$ cat config.mk
export PLATFORM = sky130hd
export DESIGN_NAME = hw_strap_config_decode
export DESIGN_NICKNAME = d
export VERILOG_FILES = /design/src/rtl/strap_pkg.sv /design/src/rtl/hw_strap_config_decode.sv /design/src/rtl/strap_sync.sv
export VERILOG_INCLUDE_DIRS = /design/src /design/src/rtl
export SDC_FILE = /design/constraint.sdc
export NUM_CORES = 1
export LEC_CHECK = 0
export CORE_AREA = 2 2 72 108
export CTS_BUF_LIST = sky130_fd_sc_hd__clkbuf_2
export DETAILED_ROUTE_END_ITERATION = 7
export DIE_AREA = 0 0 74 110
export DONT_BUFFER_PORTS = 1
export PLACE_DENSITY_LB_ADDON = 0.2
export SLEW_MARGIN = 20
export SYNTH_ARGS = -nofsm -noshare
export SYNTH_HDL_FRONTEND = slang
export SYNTH_SLANG_ARGS = --single-unit
$ cat constraint.sdc
create_clock -name clk -period 1.7 [get_ports clk]
set_input_delay 0.255 -clock clk [delete_from_list [all_inputs] [get_ports clk]]
set_output_delay 0.255 -clock clk [all_outputs]
set_load 0.02 [all_outputs]
$ cat src/rtl/strap_params.svh
`ifndef STRAP_PARAMS_SVH
`define STRAP_PARAMS_SVH
`define NUM_CHAN 2
`define TXP_NORMAL 2'h0
`define TXP_ONES 2'h1
`define TXP_RANDOM 2'h2
`define TXP_OFF 2'h3
`define JIT_OFF 2'h0
`define JIT_RX_WIDE 2'h1
`define JIT_RX_NARROW 2'h2
`define JIT_TX_NARROW 2'h3
`define LOOP_NONE 2'h0
`define LOOP_ANALOG 2'h1
`define LOOP_DIGITAL 2'h2
`define LOOP_REMOTE 2'h3
`define FIFO_NONE 8'h00
`define FIFO_SHORT 8'h40
`define FIFO_LONG 8'h80
`define SENS_SHORT_DB 6'h0A
`define SENS_T1_DB 6'h24
`define SENS_E1_DB 6'h2B
`define GAIN_LOW_DB 5'h00
`define GAIN_HIGH_DB 5'h1A
`define REG_OFS_STATUS 4'h0
`define REG_OFS_CH0 4'h1
`define REG_OFS_CH1 4'h2
`define REG_OFS_GLOBAL 4'h3
`endif

$ cat src/rtl/strap_pkg.sv
`default_nettype none
package strap_pkg;
   typedef enum logic [1:0] {
      tx_normal, tx_all_ones, tx_pseudo_random, tx_off
   } tx_mode_e;
   typedef enum logic [1:0] {
      lb_none, lb_analog, lb_digital, lb_remote
   } lb_mode_e;
   typedef enum logic [1:0] {
      jit_off, jit_rx_wide, jit_rx_narrow, jit_tx_narrow
   } jit_mode_e;
   // raw strap levels of one channel
   typedef struct packed {
      logic haul_range_select;
      logic receiver_powerdown_select;
      logic [1:0] tx_pattern_select;
      logic monitor_gain_select;
      logic [1:0] loopback_select;
   } chan_pins_s;
   // decoded controls of one channel
   typedef struct packed {
      logic long_haul;
      logic [5:0] sens_db;
      logic rx_powerdown;
      tx_mode_e tx_mode;
      logic tx_powerdown;
      logic [4:0] mon_gain_db;
      lb_mode_e lb_mode;
   } chan_ctrl_s;
   // decoded global controls
   typedef struct packed {
      jit_mode_e jit_mode;
      logic jit_enable;
      logic jit_in_tx;
      logic jit_narrow;
      logic [7:0] jit_fifo_bits;
      logic driver_hiz;
      logic rx_falling_edge;
   } glob_ctrl_s;
endpackage
`default_nettype wire

$ cat src/rtl/hw_strap_config_decode.sv
// Notes on behaviour
// - equalizer pin: low short haul, high long
// - pattern code: normal, ones, random, tx off
// - jitter code 00 off, 01 rx wide 64
// - code 10 rx narrow, 11 tx narrow 128
// - monitor gain pin: low 0dB, high 26dB
// - loopback code: none, analog, digital, remote
// - inband loopback never selectable by pins
// - hiz pin high floats both line drivers
// - edge pin: 0 rising, 1 falling rx clock
`include "strap_params.svh"
`timescale 1ns/100ps
`default_nettype none
module hw_strap_config_decode
   import strap_pkg::*;
(
   input wire logic clk,
   input wire logic reset_n,
   input wire logic e1_mode,
   input wire chan_pins_s [`NUM_CHAN-1:0] chan_pins,
   input wire logic [1:0] jitter_atten_select,
   input wire logic driver_hiz_select,
   input wire logic rx_clock_edge_select,
   input wire logic [3:0] reg_addr,
   input wire logic [31:0] reg_wdata,
   input wire logic reg_wr,
   input wire logic reg_rd,
   output logic [31:0] reg_rdata,
   output chan_ctrl_s [`NUM_CHAN-1:0] chan_ctrl,
   output glob_ctrl_s glob_ctrl,
   output logic [`NUM_CHAN-1:0] cfg_changed
);
   // ----------------------------------------
   // pin synchronisers
   // ----------------------------------------
   localparam int PW = $bits(chan_pins_s) * `NUM_CHAN;
   localparam int GW = 5;
   logic [PW-1:0] pins_sync;
   logic [GW-1:0] glob_sync;
   chan_pins_s [`NUM_CHAN-1:0] pins_s;

   // no glitch filter: a strap moved in traffic is decoded as is
   // straps are asynchronous to clk, so two flops before decode
   strap_sync #(.W(PW)) u_chan_sync (
      .clk(clk),
      .reset_n(reset_n),
      .din(chan_pins),
      .dout(pins_sync)
   );
   strap_sync #(.W(GW)) u_glob_sync (
      .clk(clk),
      .reset_n(reset_n),
      .din({e1_mode, jitter_atten_select, driver_hiz_select,
            rx_clock_edge_select}),
      .dout(glob_sync)
   );
   assign pins_s = pins_sync;

   // ----------------------------------------
   // decode functions
   // ----------------------------------------
   // one channel's straps to its control settings
   function automatic chan_ctrl_s dec_chan(input chan_pins_s p,
                                           input logic e1);
      chan_ctrl_s c;
      c = '0;
      c.long_haul = p.haul_range_select;
      if (!p.haul_range_select) begin
         c.sens_db = `SENS_SHORT_DB;
      end else if (e1) begin
         c.sens_db = `SENS_E1_DB;
      end else begin
         c.sens_db = `SENS_T1_DB;
      end
      c.rx_powerdown = p.receiver_powerdown_select;
      unique case (p.tx_pattern_select)
         `TXP_NORMAL: c.tx_mode = tx_normal;
         `TXP_ONES: c.tx_mode = tx_all_ones;
         `TXP_RANDOM: c.tx_mode = tx_pseudo_random;
         `TXP_OFF: c.tx_mode = tx_off;
      endcase
      c.tx_powerdown = (p.tx_pattern_select == `TXP_OFF);
      c.mon_gain_db = p.monitor_gain_select ? `GAIN_HIGH_DB
                                           : `GAIN_LOW_DB;
      // only four codes exist, so inband can never be reached
      unique case (p.loopback_select)
         `LOOP_NONE: c.lb_mode = lb_none;
         `LOOP_ANALOG: c.lb_mode = lb_analog;
         `LOOP_DIGITAL: c.lb_mode = lb_digital;
         `LOOP_REMOTE: c.lb_mode = lb_remote;
      endcase
      return c;
   endfunction

   // global straps to attenuator, driver and clock edge settings
   function automatic glob_ctrl_s dec_glob(input logic [1:0] jit,
                                           input logic hiz,
                                           input logic edge_sel);
      glob_ctrl_s g;
      g = '0;
      unique case (jit)
         `JIT_OFF: g.jit_mode = jit_off;
         `JIT_RX_WIDE: g.jit_mode = jit_rx_wide;
         `JIT_RX_NARROW: g.jit_mode = jit_rx_narrow;
         `JIT_TX_NARROW: g.jit_mode = jit_tx_narrow;
      endcase
      g.jit_enable = (jit != `JIT_OFF);
      g.jit_in_tx = (jit == `JIT_TX_NARROW);
      g.jit_narrow = (jit == `JIT_RX_NARROW) ||
                     (jit == `JIT_TX_NARROW);
      // off reports no depth so software sees a plain zero
      if (jit == `JIT_RX_WIDE) begin
         g.jit_fifo_bits = `FIFO_SHORT;
      end else if (jit == `JIT_OFF) begin
         g.jit_fifo_bits = `FIFO_NONE;
      end else begin
         g.jit_fifo_bits = `FIFO_LONG;
      end
      g.driver_hiz = hiz;
      g.rx_falling_edge = edge_sel;
      return g;
   endfunction

   // ----------------------------------------
   // read-back helpers
   // ----------------------------------------
   // decode words sit right-aligned, unused upper bits read zero
   function automatic logic [31:0] chan_word(input chan_ctrl_s c);
      logic [31:0] w;
      w = 32'h0000_0000;
      w[$bits(chan_ctrl_s)-1:0] = c;
      return w;
   endfunction

   function automatic logic [31:0] glob_word(input glob_ctrl_s g);
      logic [31:0] w;
      w = 32'h0000_0000;
      w[$bits(glob_ctrl_s)-1:0] = g;
      return w;
   endfunction

   // ----------------------------------------
   // decoded control registers
   // ----------------------------------------
   // sticky flags keep a change visible until software clears it
   chan_ctrl_s [`NUM_CHAN-1:0] nxt_chan_ctrl;
   glob_ctrl_s nxt_glob_ctrl;
   logic [`NUM_CHAN-1:0] nxt_cfg_changed;
   logic [`NUM_CHAN-1:0] chg_sticky_ff;
   logic [`NUM_CHAN-1:0] nxt_chg_sticky;
   logic [`NUM_CHAN-1:0] chg_clr;
   logic ready_ff;
   logic nxt_ready;

   // a channel decode change is a reconfiguration; flag it per channel (jitter, hiz and edge straps never flag)
   always_comb begin
      nxt_glob_ctrl = dec_glob(glob_sync[3:2], glob_sync[1], glob_sync[0]);
      nxt_ready = 1'b1;
      for (int i = 0; i < `NUM_CHAN; i++) begin
         nxt_chan_ctrl[i] = dec_chan(pins_s[i], glob_sync[4]);
         nxt_cfg_changed[i] = ready_ff &&
                              (nxt_chan_ctrl[i] != chan_ctrl[i]);
         // set wins over a clear in the same cycle
         nxt_chg_sticky[i] = nxt_cfg_changed[i] ||
                             (chg_sticky_ff[i] && !chg_clr[i]);
      end
   end

   // decode and flags only register here
   always_ff @(posedge clk or negedge reset_n) begin
      if (!reset_n) begin
         chan_ctrl <= '0;
         glob_ctrl <= '0;
         cfg_changed <= '0;
         chg_sticky_ff <= '0;
         ready_ff <= 1'b0;
      end else begin
         chan_ctrl <= nxt_chan_ctrl;
         glob_ctrl <= nxt_glob_ctrl;
         cfg_changed <= nxt_cfg_changed;
         chg_sticky_ff <= nxt_chg_sticky;
         ready_ff <= nxt_ready;
      end
   end

   // ----------------------------------------
   // register port
   // ----------------------------------------
   logic [31:0] nxt_rdata;

   // write-one-to-clear on the status word
   // writes to any other offset are dropped on purpose
   always_comb begin
      chg_clr = '0;
      if (reg_wr && reg_addr == `REG_OFS_STATUS) begin
         chg_clr = reg_wdata[`NUM_CHAN-1:0];
      end
   end

   // read data stand one cycle only, then zero
   always_comb begin
      nxt_rdata = 32'h0000_0000;
      if (reg_rd) begin
         unique case (reg_addr)
            `REG_OFS_STATUS: nxt_rdata = {30'h0, chg_sticky_ff};
            `REG_OFS_CH0: nxt_rdata = chan_word(chan_ctrl[0]);
            `REG_OFS_CH1: nxt_rdata = chan_word(chan_ctrl[1]);
            `REG_OFS_GLOBAL: nxt_rdata = glob_word(glob_ctrl);
            default: nxt_rdata = 32'h0000_0000;
         endcase
      end
   end

   // read data register, zero whenever no read was made
   always_ff @(posedge clk or negedge reset_n) begin
      if (!reset_n) begin
         reg_rdata <= 32'h0000_0000;
      end else begin
         reg_rdata <= nxt_rdata;
      end
   end
endmodule
`default_nettype wire

$ cat src/rtl/strap_sync.sv
`timescale 1ns/100ps
`default_nettype none
// two-stage synchroniser for a bus of strap levels
module strap_sync #(
   parameter int W = 1
) (
   input wire logic clk,
   input wire logic reset_n,
   input wire logic [W-1:0] din,
   output logic [W-1:0] dout
);
   logic [W-1:0] meta_ff;
   logic [W-1:0] nxt_meta;
   logic [W-1:0] nxt_dout;

   // first stage read only by the second
   always_comb begin
      nxt_meta = din;
      nxt_dout = meta_ff;
   end

   always_ff @(posedge clk or negedge reset_n) begin
      if (!reset_n) begin
         meta_ff <= '0;
         dout <= '0;
      end else begin
         meta_ff <= nxt_meta;
         dout <= nxt_dout;
      end
   end
endmodule
`default_nettype wire

==> results.md, run 1 <==
- Worst VDD drop: 0.532 mV
- Worst-case clock buffer depth: 2
- Synth Area in Compound Gates: 5.48%
- Pwr per Cell Area: 1030 nW/um^2
- Nets: 332
- CP endpoint kind: register
- Finished Core Util: 50.9%
- Core outline area: 7180 sq um
- Die Span Y: 110 um
- Startpoint types: register
- Number of setup buffers added after CTS: 0
- Placed Cells: 330
- Worst-path clk slew: 0.24 ns
- Non-filler cells, final: 378
- Antenna violations before repair: 0
- CTS tree: yes
- I/O pin total: 144
- Unrepaired setup endpoints after global routing: no
- First-pass GRT wire length: 8750 um
- Final setup TNS: 0 ns
- Initial Utilization: 43.9%
- Die width: 74 um
- Syn. warnings: 0
- Share of post-route cells with drive strength above 1: 18.0%
- Number of buffers created by CTS: 9
- Syn Area/Cell: 13.3 sq um
- Leak: 1.67 nW
- Largest net degree at the start of global routing: 87
- HP Class: input pin to async pin
- Final min period: 1.62 ns
- R2R Setup Slk: 0.08 ns
- Failing checks: negative hold slack
- DRC: 0
- Run status: finished, violations left
- Row Count: 38
- Root Driver: clkbuf_2
- Tot Pwr: 0.00378 W
- Final ANT Viol Nets: 0
- Synth cell types: 36
- Maxcap violations: 0
- Main combinational cell family by area after synthesis: buffers and inverters
- Via density per instance: 4.52
- Vias: 1708
- Area growth from synthesis to layout: 16.0%
- Crit path required time: 2.15 ns
- Seq/Total Area, Yosys: 68.3%
- FF-to-FF End: reg_rdata[14]
- Worst-margin pin slew: 0.553 ns
- GPL Wtd Cong: 0.744
- Worst reg2reg startpoint: chan_ctrl[14]
- Synth Area in Simple Gates: 8.34%
- Max Clk Rate: 616 MHz
- Worst Skew: 0.0249 ns
- CTS H-tree lvls: 3
- Post-DP HPWL: 3860 um
- Mux share of post-synthesis cell area: 2.50%
- Clk_lat worst skew: 0.54 ns
- GRT overflow: 0
- Post-synthesis register bit count: 86
- IO buf count: 0
- Syn Inst Count: 236
- Final slew viol count: 0
- Die ar.: 8140 sq um
- Worst Path Max Fanout: 3
- Xor/xnor share of the synthesized area: 3.34%
- Worst slew margin: 63.0%
- Final hold vios: 86
- Post-synthesis cell area: 3150 sq um
- Final setup viols: 0
- Clock sinks: 86
- WL final: 5670 um
- Vias in the first global route: 1687
- Synth Area in Adders: 0%
- Crit path DAT: 2.08 ns
- FF-to-FF path depth: 5
- Total GRT Usage: 15.2%
- Drt wl/cell: 15.0 um
- Initial DRC Count: 58
- Fin Hold WS: -0.633 ns
- Setup CP Type: register to register
- First-pass DRT Iterations: 4
- Antenna diodes: 0
- Final cycle utilization of the critical path: 95.4%
## sequential cells by signal (all words and copies together), names as in the netlist
signal               count
cfg_changed              2
chan_ctrl               22
chg_sticky_ff            2
glob_ctrl                9
ready_ff                 1
reg_rdata               12
u_chan_sync.dout        14
u_chan_sync.meta_ff     14
u_glob_sync.dout         5
u_glob_sync.meta_ff      5
## cell type report
| class | count | area [sq um] |
|---|---|---|
| Inverter | 4 | 15.0 |
| Sequential cell | 86 | 2150 |
| Clock inverter | 6 | 95.1 |
| Fill cell | 653 | 3520 |
| Multi-Input combinational cell | 119 | 741 |
| Tap cell | 100 | 125 |
| Timing Repair Buffer | 53 | 478 |
| Clock buffer | 10 | 50.0 |
## routing by layer
layer	global-route usage (%)	wire length [um]	share of wire, %	vias up
met2	24.5	3000	53	76
li1	-	-	-	766
met3	5.82	424	7.5	16
met4	9.61	228	4.0	0
met1	16.7	2020	36	850
met5	0	0	0	-
## layout by cell type (no fill, tap or decap), types with 2 or more instances in the layout
cell / instances
a21o_1: 2
a21oi_1: 3
a22oi_1: 8
a31oi_1: 2
and2_1: 6
and3_1: 4
buf_4: 21
bufinv_16: 2
clkbuf_2: 10
clkinvlp_4: 2
conb_1: 30
dfrtp_1: 86
dlygate4sd3_1: 32
inv_1: 3
mux2_2: 3
mux4_2: 2
nand2_1: 8
nor2_1: 12
nor2b_1: 3
nor3_1: 2
nor3b_1: 2
o21ai_0: 3
o21ai_1: 2
xnor2_1: 5
xor2_1: 7
## worst max-delay path by stage
stage,startpoint,to,slack (ns),cells past startpoint
finish,chan_ctrl[14],reg_rdata[14],0.08,5
global route,chan_ctrl[14],reg_rdata[14],0.005,5
CTS,u_chan_sync.dout[7],chg_sticky_ff[1],0.02,5
detailed placement,u_chan_sync.dout[7],chg_sticky_ff[1],0.06,5
global placement,chan_ctrl[28],chg_sticky_ff[1],0.07,5
floorplan,chan_ctrl[27],chg_sticky_ff[1],0.17,5
## critical path, stage by stage, from the launching register on
cell and delay (ns):
dfrtp_1 0.45, buf_4 0.18, nor2b_2 0.16, o21ai_1 0.14, dlygate4sd3_1 0.55, a21oi_1 0.07
## power by group
part / leakage, nW / internal (W) / total (W) / switching [W]
sequential: 1.03 / 0.00214 / 0.00224 / 0.0000949
combinational: 0.564 / 0.000142 / 0.000335 / 0.000193
clock: 0.0803 / 0.000504 / 0.00121 / 0.000703
total: 1.67 / 0.00279 / 0.00378 / 0.000990
## logic make-up after synthesis
| family | count (synthesis) |
|---|---|
| AND/OR/NAND/NOR | 47 |
| flip-flops | 86 |
| AO/OA/AOI/OAI | 25 |
| XOR/XNOR | 12 |
| other | 2 |
| multiplexers | 5 |
| buffers and inverters | 59 |
## repair_timing
action,4_1_cts,5_1_grt
hold buffers,29,3
setup endpoints to repair,0,2
gates resized for setup,0,3
hold endpoints to repair,119,89
## synthesized netlist by cell type, drive strengths merged
library cell  instances  area [sq um]
a21o                  2          15.0
a21oi                 3          15.0
a22oi                 8          60.1
a31oi                 2          12.5
and2                  7          45.1
and3                  4          25.0
buf                  40           300
clkbuf               15          56.3
conb                  2          7.51
dfrtp                86          2150
inv                   4          15.0
mux2                  3          33.8
mux4                  2          45.0
nand2                 8          30.0
nand2b                2          22.5
nand3                 1          5.00
nor2                 12          45.0
nor2b                 4          25.0
nor3                  2          10.0
nor3b                 2          15.0
nor4                  2          12.5
nor4b                 1          15.0
o2111ai               1          8.76
o211a                 1          10.0
o21ai                 5          25.0
o22ai                 1          6.26
o31a                  1          8.76
o41a                  1          11.3
or2                   1          6.26
or3                   1          6.26
xnor2                 5          43.8
xor2                  7          61.3
## through the flow
| stage | hold slack (ns) | instance area [sq um] | worst slack [ns] |
|---|---|---|---|
| finish | -0.633 | 3660 | 0.0776 |
| global route | -0.743 | 3660 | 0.00489 |
| CTS | -0.686 | 3620 | 0.0174 |
| detailed placement | -0.0396 | 3180 | 0.0621 |
| global placement | -0.0392 | 3180 | 0.0666 |
| floorplan | -0.0406 | 3260 | 0.167 |
(Power assumes the default switching activity.)
==> run 2: changes to the inputs <==
==> constraint.sdc (replaced) <==
create_clock -name clk -period 1.7 [get_ports clk]
set_input_delay 0.255 -clock clk [delete_from_list [all_inputs] [get_ports clk]]
set_output_delay 0.255 -clock clk [all_outputs]
set_load 0.1 [all_outputs]
==> run 2 against run 1 <==
Effect of this change: the run still ends with negative hold slack left; wire length is 1.5% lower; via count is 3.5% higher; global-route usage is 0.50 points lower; non-clock buffer count is 22 higher; clock power is 17% lower; clock skew is 0.0056 ns higher; worst setup slack worse by 0.030 ns; die area stayed put; sequential power hardly changed; highest routed layer unchanged.
==> results.md, run 2 (synthesis results as in run 1) <==
- Startpoint types: register (unchanged)
- Drt wl/cell: 14.0 um (was 15.0 um)
- CP Cell Sequence: xor2_1 > nor4_1 > buf_4 > o21ai_2 > o31a_1 > a21o_1 (was buf_4 > nor2b_2 > o21ai_1 > dlygate4sd3_1 > a21oi_1)
- Share of post-route cells with drive strength above 1: 33.1% (was 18.0%)
- Worst VDD drop: 0.564 mV (was 0.532 mV)
- IO buf count: 0 (unchanged)
- First-pass GRT wire length: 8580 um (was 8750 um)
- Clk pwr share: 23.8% (was 31.9%)
- Switching part of the total: 36.5% (was 26.2%)
- HP Class: input pin to async pin (unchanged)
- Die width: 74 um (unchanged)
- Sequential share of power: 52.7% (was 59.2%)
- Final slew viol count: 0 (unchanged)
- Area growth from synthesis to layout: 23.2% (was 16.0%)
- Final setup viols: 0 (unchanged)
- Via density per instance: 4.42 (was 4.52)
- Number of buffers created by CTS: 9 (unchanged)
- Final ANT Viol Nets: 0 (unchanged)
- Crit path required time: 2.15 ns (about the same)
- GRT overflow: 0 (unchanged)
- Die ar.: 8140 sq um (unchanged)
- GPL Wtd Cong: 0.783 (was 0.744)
- Crit path DAT: 2.10 ns (was 2.08 ns)
- CTS tree: yes (unchanged)
- Finished Core Util: 54.0% (was 50.9%)
- Cell internal pwr: 0.00267 W (was 0.00279 W)
- Largest regs: chan_ctrl: 22 flops, u_chan_sync.dout: 14 flops, u_chan_sync.meta_ff: 14 flops (unchanged)
- Root Driver: clkbuf_2 (unchanged)
- Die Span Y: 110 um (unchanged)
- Row Count: 38 (unchanged)
- Worst-case clock buffer depth: 2 (unchanged)
- Commonest non-fill, non-tap cell in the layout: dfrtp_1 (unchanged)
- WL final: 5590 um (was 5670 um)
- Total GRT Usage: 14.7% (was 15.2%)
- Largest net degree at the start of global routing: 87 (unchanged)
- Largest Register: chan_ctrl (unchanged)
- Worst Skew: 0.0305 ns (was 0.0249 ns)
- Maxcap violations: 0 (unchanged)
- CTS H-tree lvls: 3 (unchanged)
- Initial Utilization: 43.9% (unchanged)
- Max reg flops: 22 (unchanged)
- Final min period: 1.65 ns (was 1.62 ns)
- CP endpoint kind: register (unchanged)
- Leak: 1.78 nW (was 1.67 nW)
- Clk_lat worst skew: 0.53 ns (was 0.54 ns)
- Worst-path clk slew: 0.22 ns (was 0.24 ns)
- Nets: 354 (was 332)
- Setup CP Type: register to register (unchanged)
- Pwr per Cell Area: 1080 nW/um^2 (was 1030 nW/um^2)
- Worst Path Max Fanout: 2 (was 3)
- Logic pwr share: 23.4% (was 8.9%)
- Antenna violations before repair: 1 (was 0)
- CP max stage cell: dfrtp_2 (was dlygate4sd3_1)
- Unrepaired setup endpoints after global routing: yes (was no)
- Max Clk Rate: 605 MHz (was 616 MHz)
- Final hold vios: 86 (unchanged)
- Initial DRC Count: 69 (was 58)
- Cell family with most CP delay: compound AO/OA/AOI/OAI gates (was buffers and inverters)
- Vias in the first global route: 1728 (was 1687)
- Switch Pwr: 0.00153 W (was 0.000990 W)
- Post-DP HPWL: 3840 um (was 3860 um)
- Failing checks: negative hold slack (unchanged)
- Most frequent cells in the layout: 61 x dfrtp_1, 40 x buf_4, 30 x conb_1 (was 86 x dfrtp_1, 32 x dlygate4sd3_1, 30 x conb_1)
- Vias: 1767 (was 1708)
- First-pass DRT Iterations: 4 (unchanged)
- I/O pin total: 144 (unchanged)
- DRC: 0 (unchanged)
- Final cycle utilization of the critical path: 97.2% (was 95.4%)
- Clock sinks: 86 (unchanged)
- Worst path buffer plus inverter count: 1 (was 2)
- Run status: finished, violations left (unchanged)
- Fin Hold WS: -0.619 ns (was -0.633 ns)
- Final setup TNS: 0 ns (unchanged)
- Worst path max stage delay: 0.46 ns (was 0.55 ns)
- Core outline area: 7180 sq um (unchanged)
[run 2: cell types whose count changed in the layout (fill, tap and decap cells not counted), moves of 2 or more]
| cell | before | now |
|---|---|---|
| dfrtp_1 | 86 | 61 |
| dfrtp_2 | 0 | 23 |
| buf_4 | 21 | 40 |
| dfrtp_4 | 0 | 2 |
| dlygate4sd3_1 | 32 | 27 |
| buf_6 | 0 | 4 |
| o21ai_1 | 2 | 0 |
| buf_12 | 0 | 4 |
[run 2: worst paths after layout]
kind | end | cells after the start | slack [ns] | from
worst max-delay path | chg_sticky_ff[1] | 6 | 0.05 | chan_ctrl[19]
worst min-delay path | chan_ctrl[25] | 0 | -0.62 | reset_n
worst max register to register | chg_sticky_ff[1] | 6 | 0.05 | chan_ctrl[19]
worst min register to register | u_chan_sync.dout[10] | 0 | 0.36 | u_chan_sync.meta_ff[10]
max in group asynchronous | chan_ctrl[23] | 0 | 2.17 | reset_n
min in group clk | chg_sticky_ff[0] | 3 | 0.05 | reg_wr
[run 2: worst register-to-register path, delay by kind of cell, from the launching register on]
kind / cells / cell delay (ns)
buffers and inverters: 1 / 0.17
xor gates and xnor gates: 1 / 0.16
DFF: 1 / 0.46
and+or+nand+nor: 1 / 0.28
AOI/OAI and AO/OA: 3 / 0.52
[run 2: layer usage]
layer	vias up	share of wire (%)	track usage, %
li1	816	-	-
met1	867	37	16.8
met2	75	53	23.7
met3	9	7.1	4.27
met4	0	2.5	9.87
met5	-	0	0
[run 2: power by group through the flow]
stage | Combinational [W] | Clock (W) | Sequential, W
3_5_place_dp | 0.000919 | 0 | 0.00225
2_1_floorplan | 0.000533 | 0 | 0.00258
5_1_grt | 0.00101 | 0.00112 | 0.00223
4_1_cts | 0.000978 | 0.00104 | 0.00222
3_3_place_gp | 0.000916 | 0 | 0.00225
6_report | 0.000983 | 0.00100 | 0.00221
[run 2: stage by stage]
| step | std cells | total power [W] | setup slack (ns) | cell area, sq um |
|---|---|---|---|---|
| 3_5_place_dp | 356 | 0.00317 | -0.0529 | 3450 |
| 6_report | 400 | 0.00420 | 0.0473 | 3880 |
| 2_1_floorplan | 264 | 0.00312 | 0.00121 | 3290 |
| 4_1_cts | 397 | 0.00424 | 0.00178 | 3840 |
| 5_1_grt | 400 | 0.00437 | -0.0448 | 3880 |
| 3_3_place_gp | 356 | 0.00316 | -0.0971 | 3450 |
[run 2: layout make-up]
class / instances / area, sq um
clock inverters: 5 / 58.8
multi-input cells: 119 / 744
flip-flops and latches: 86 / 2190
clock buffers: 10 / 50.0
fillers: 598 / 3300
inverters: 4 / 15.0
diodes: 1 / 2.50
repair buffers: 75 / 696
well taps: 100 / 125
[run 2: repair_timing]
item,4_1_cts,5_1_grt
pin swaps,1,1
setup buffers,0,1
endpoints found under the setup margin,13,5
hold buffers,26,1
resized for setup,7,3
hold endpoints to repair,119,87
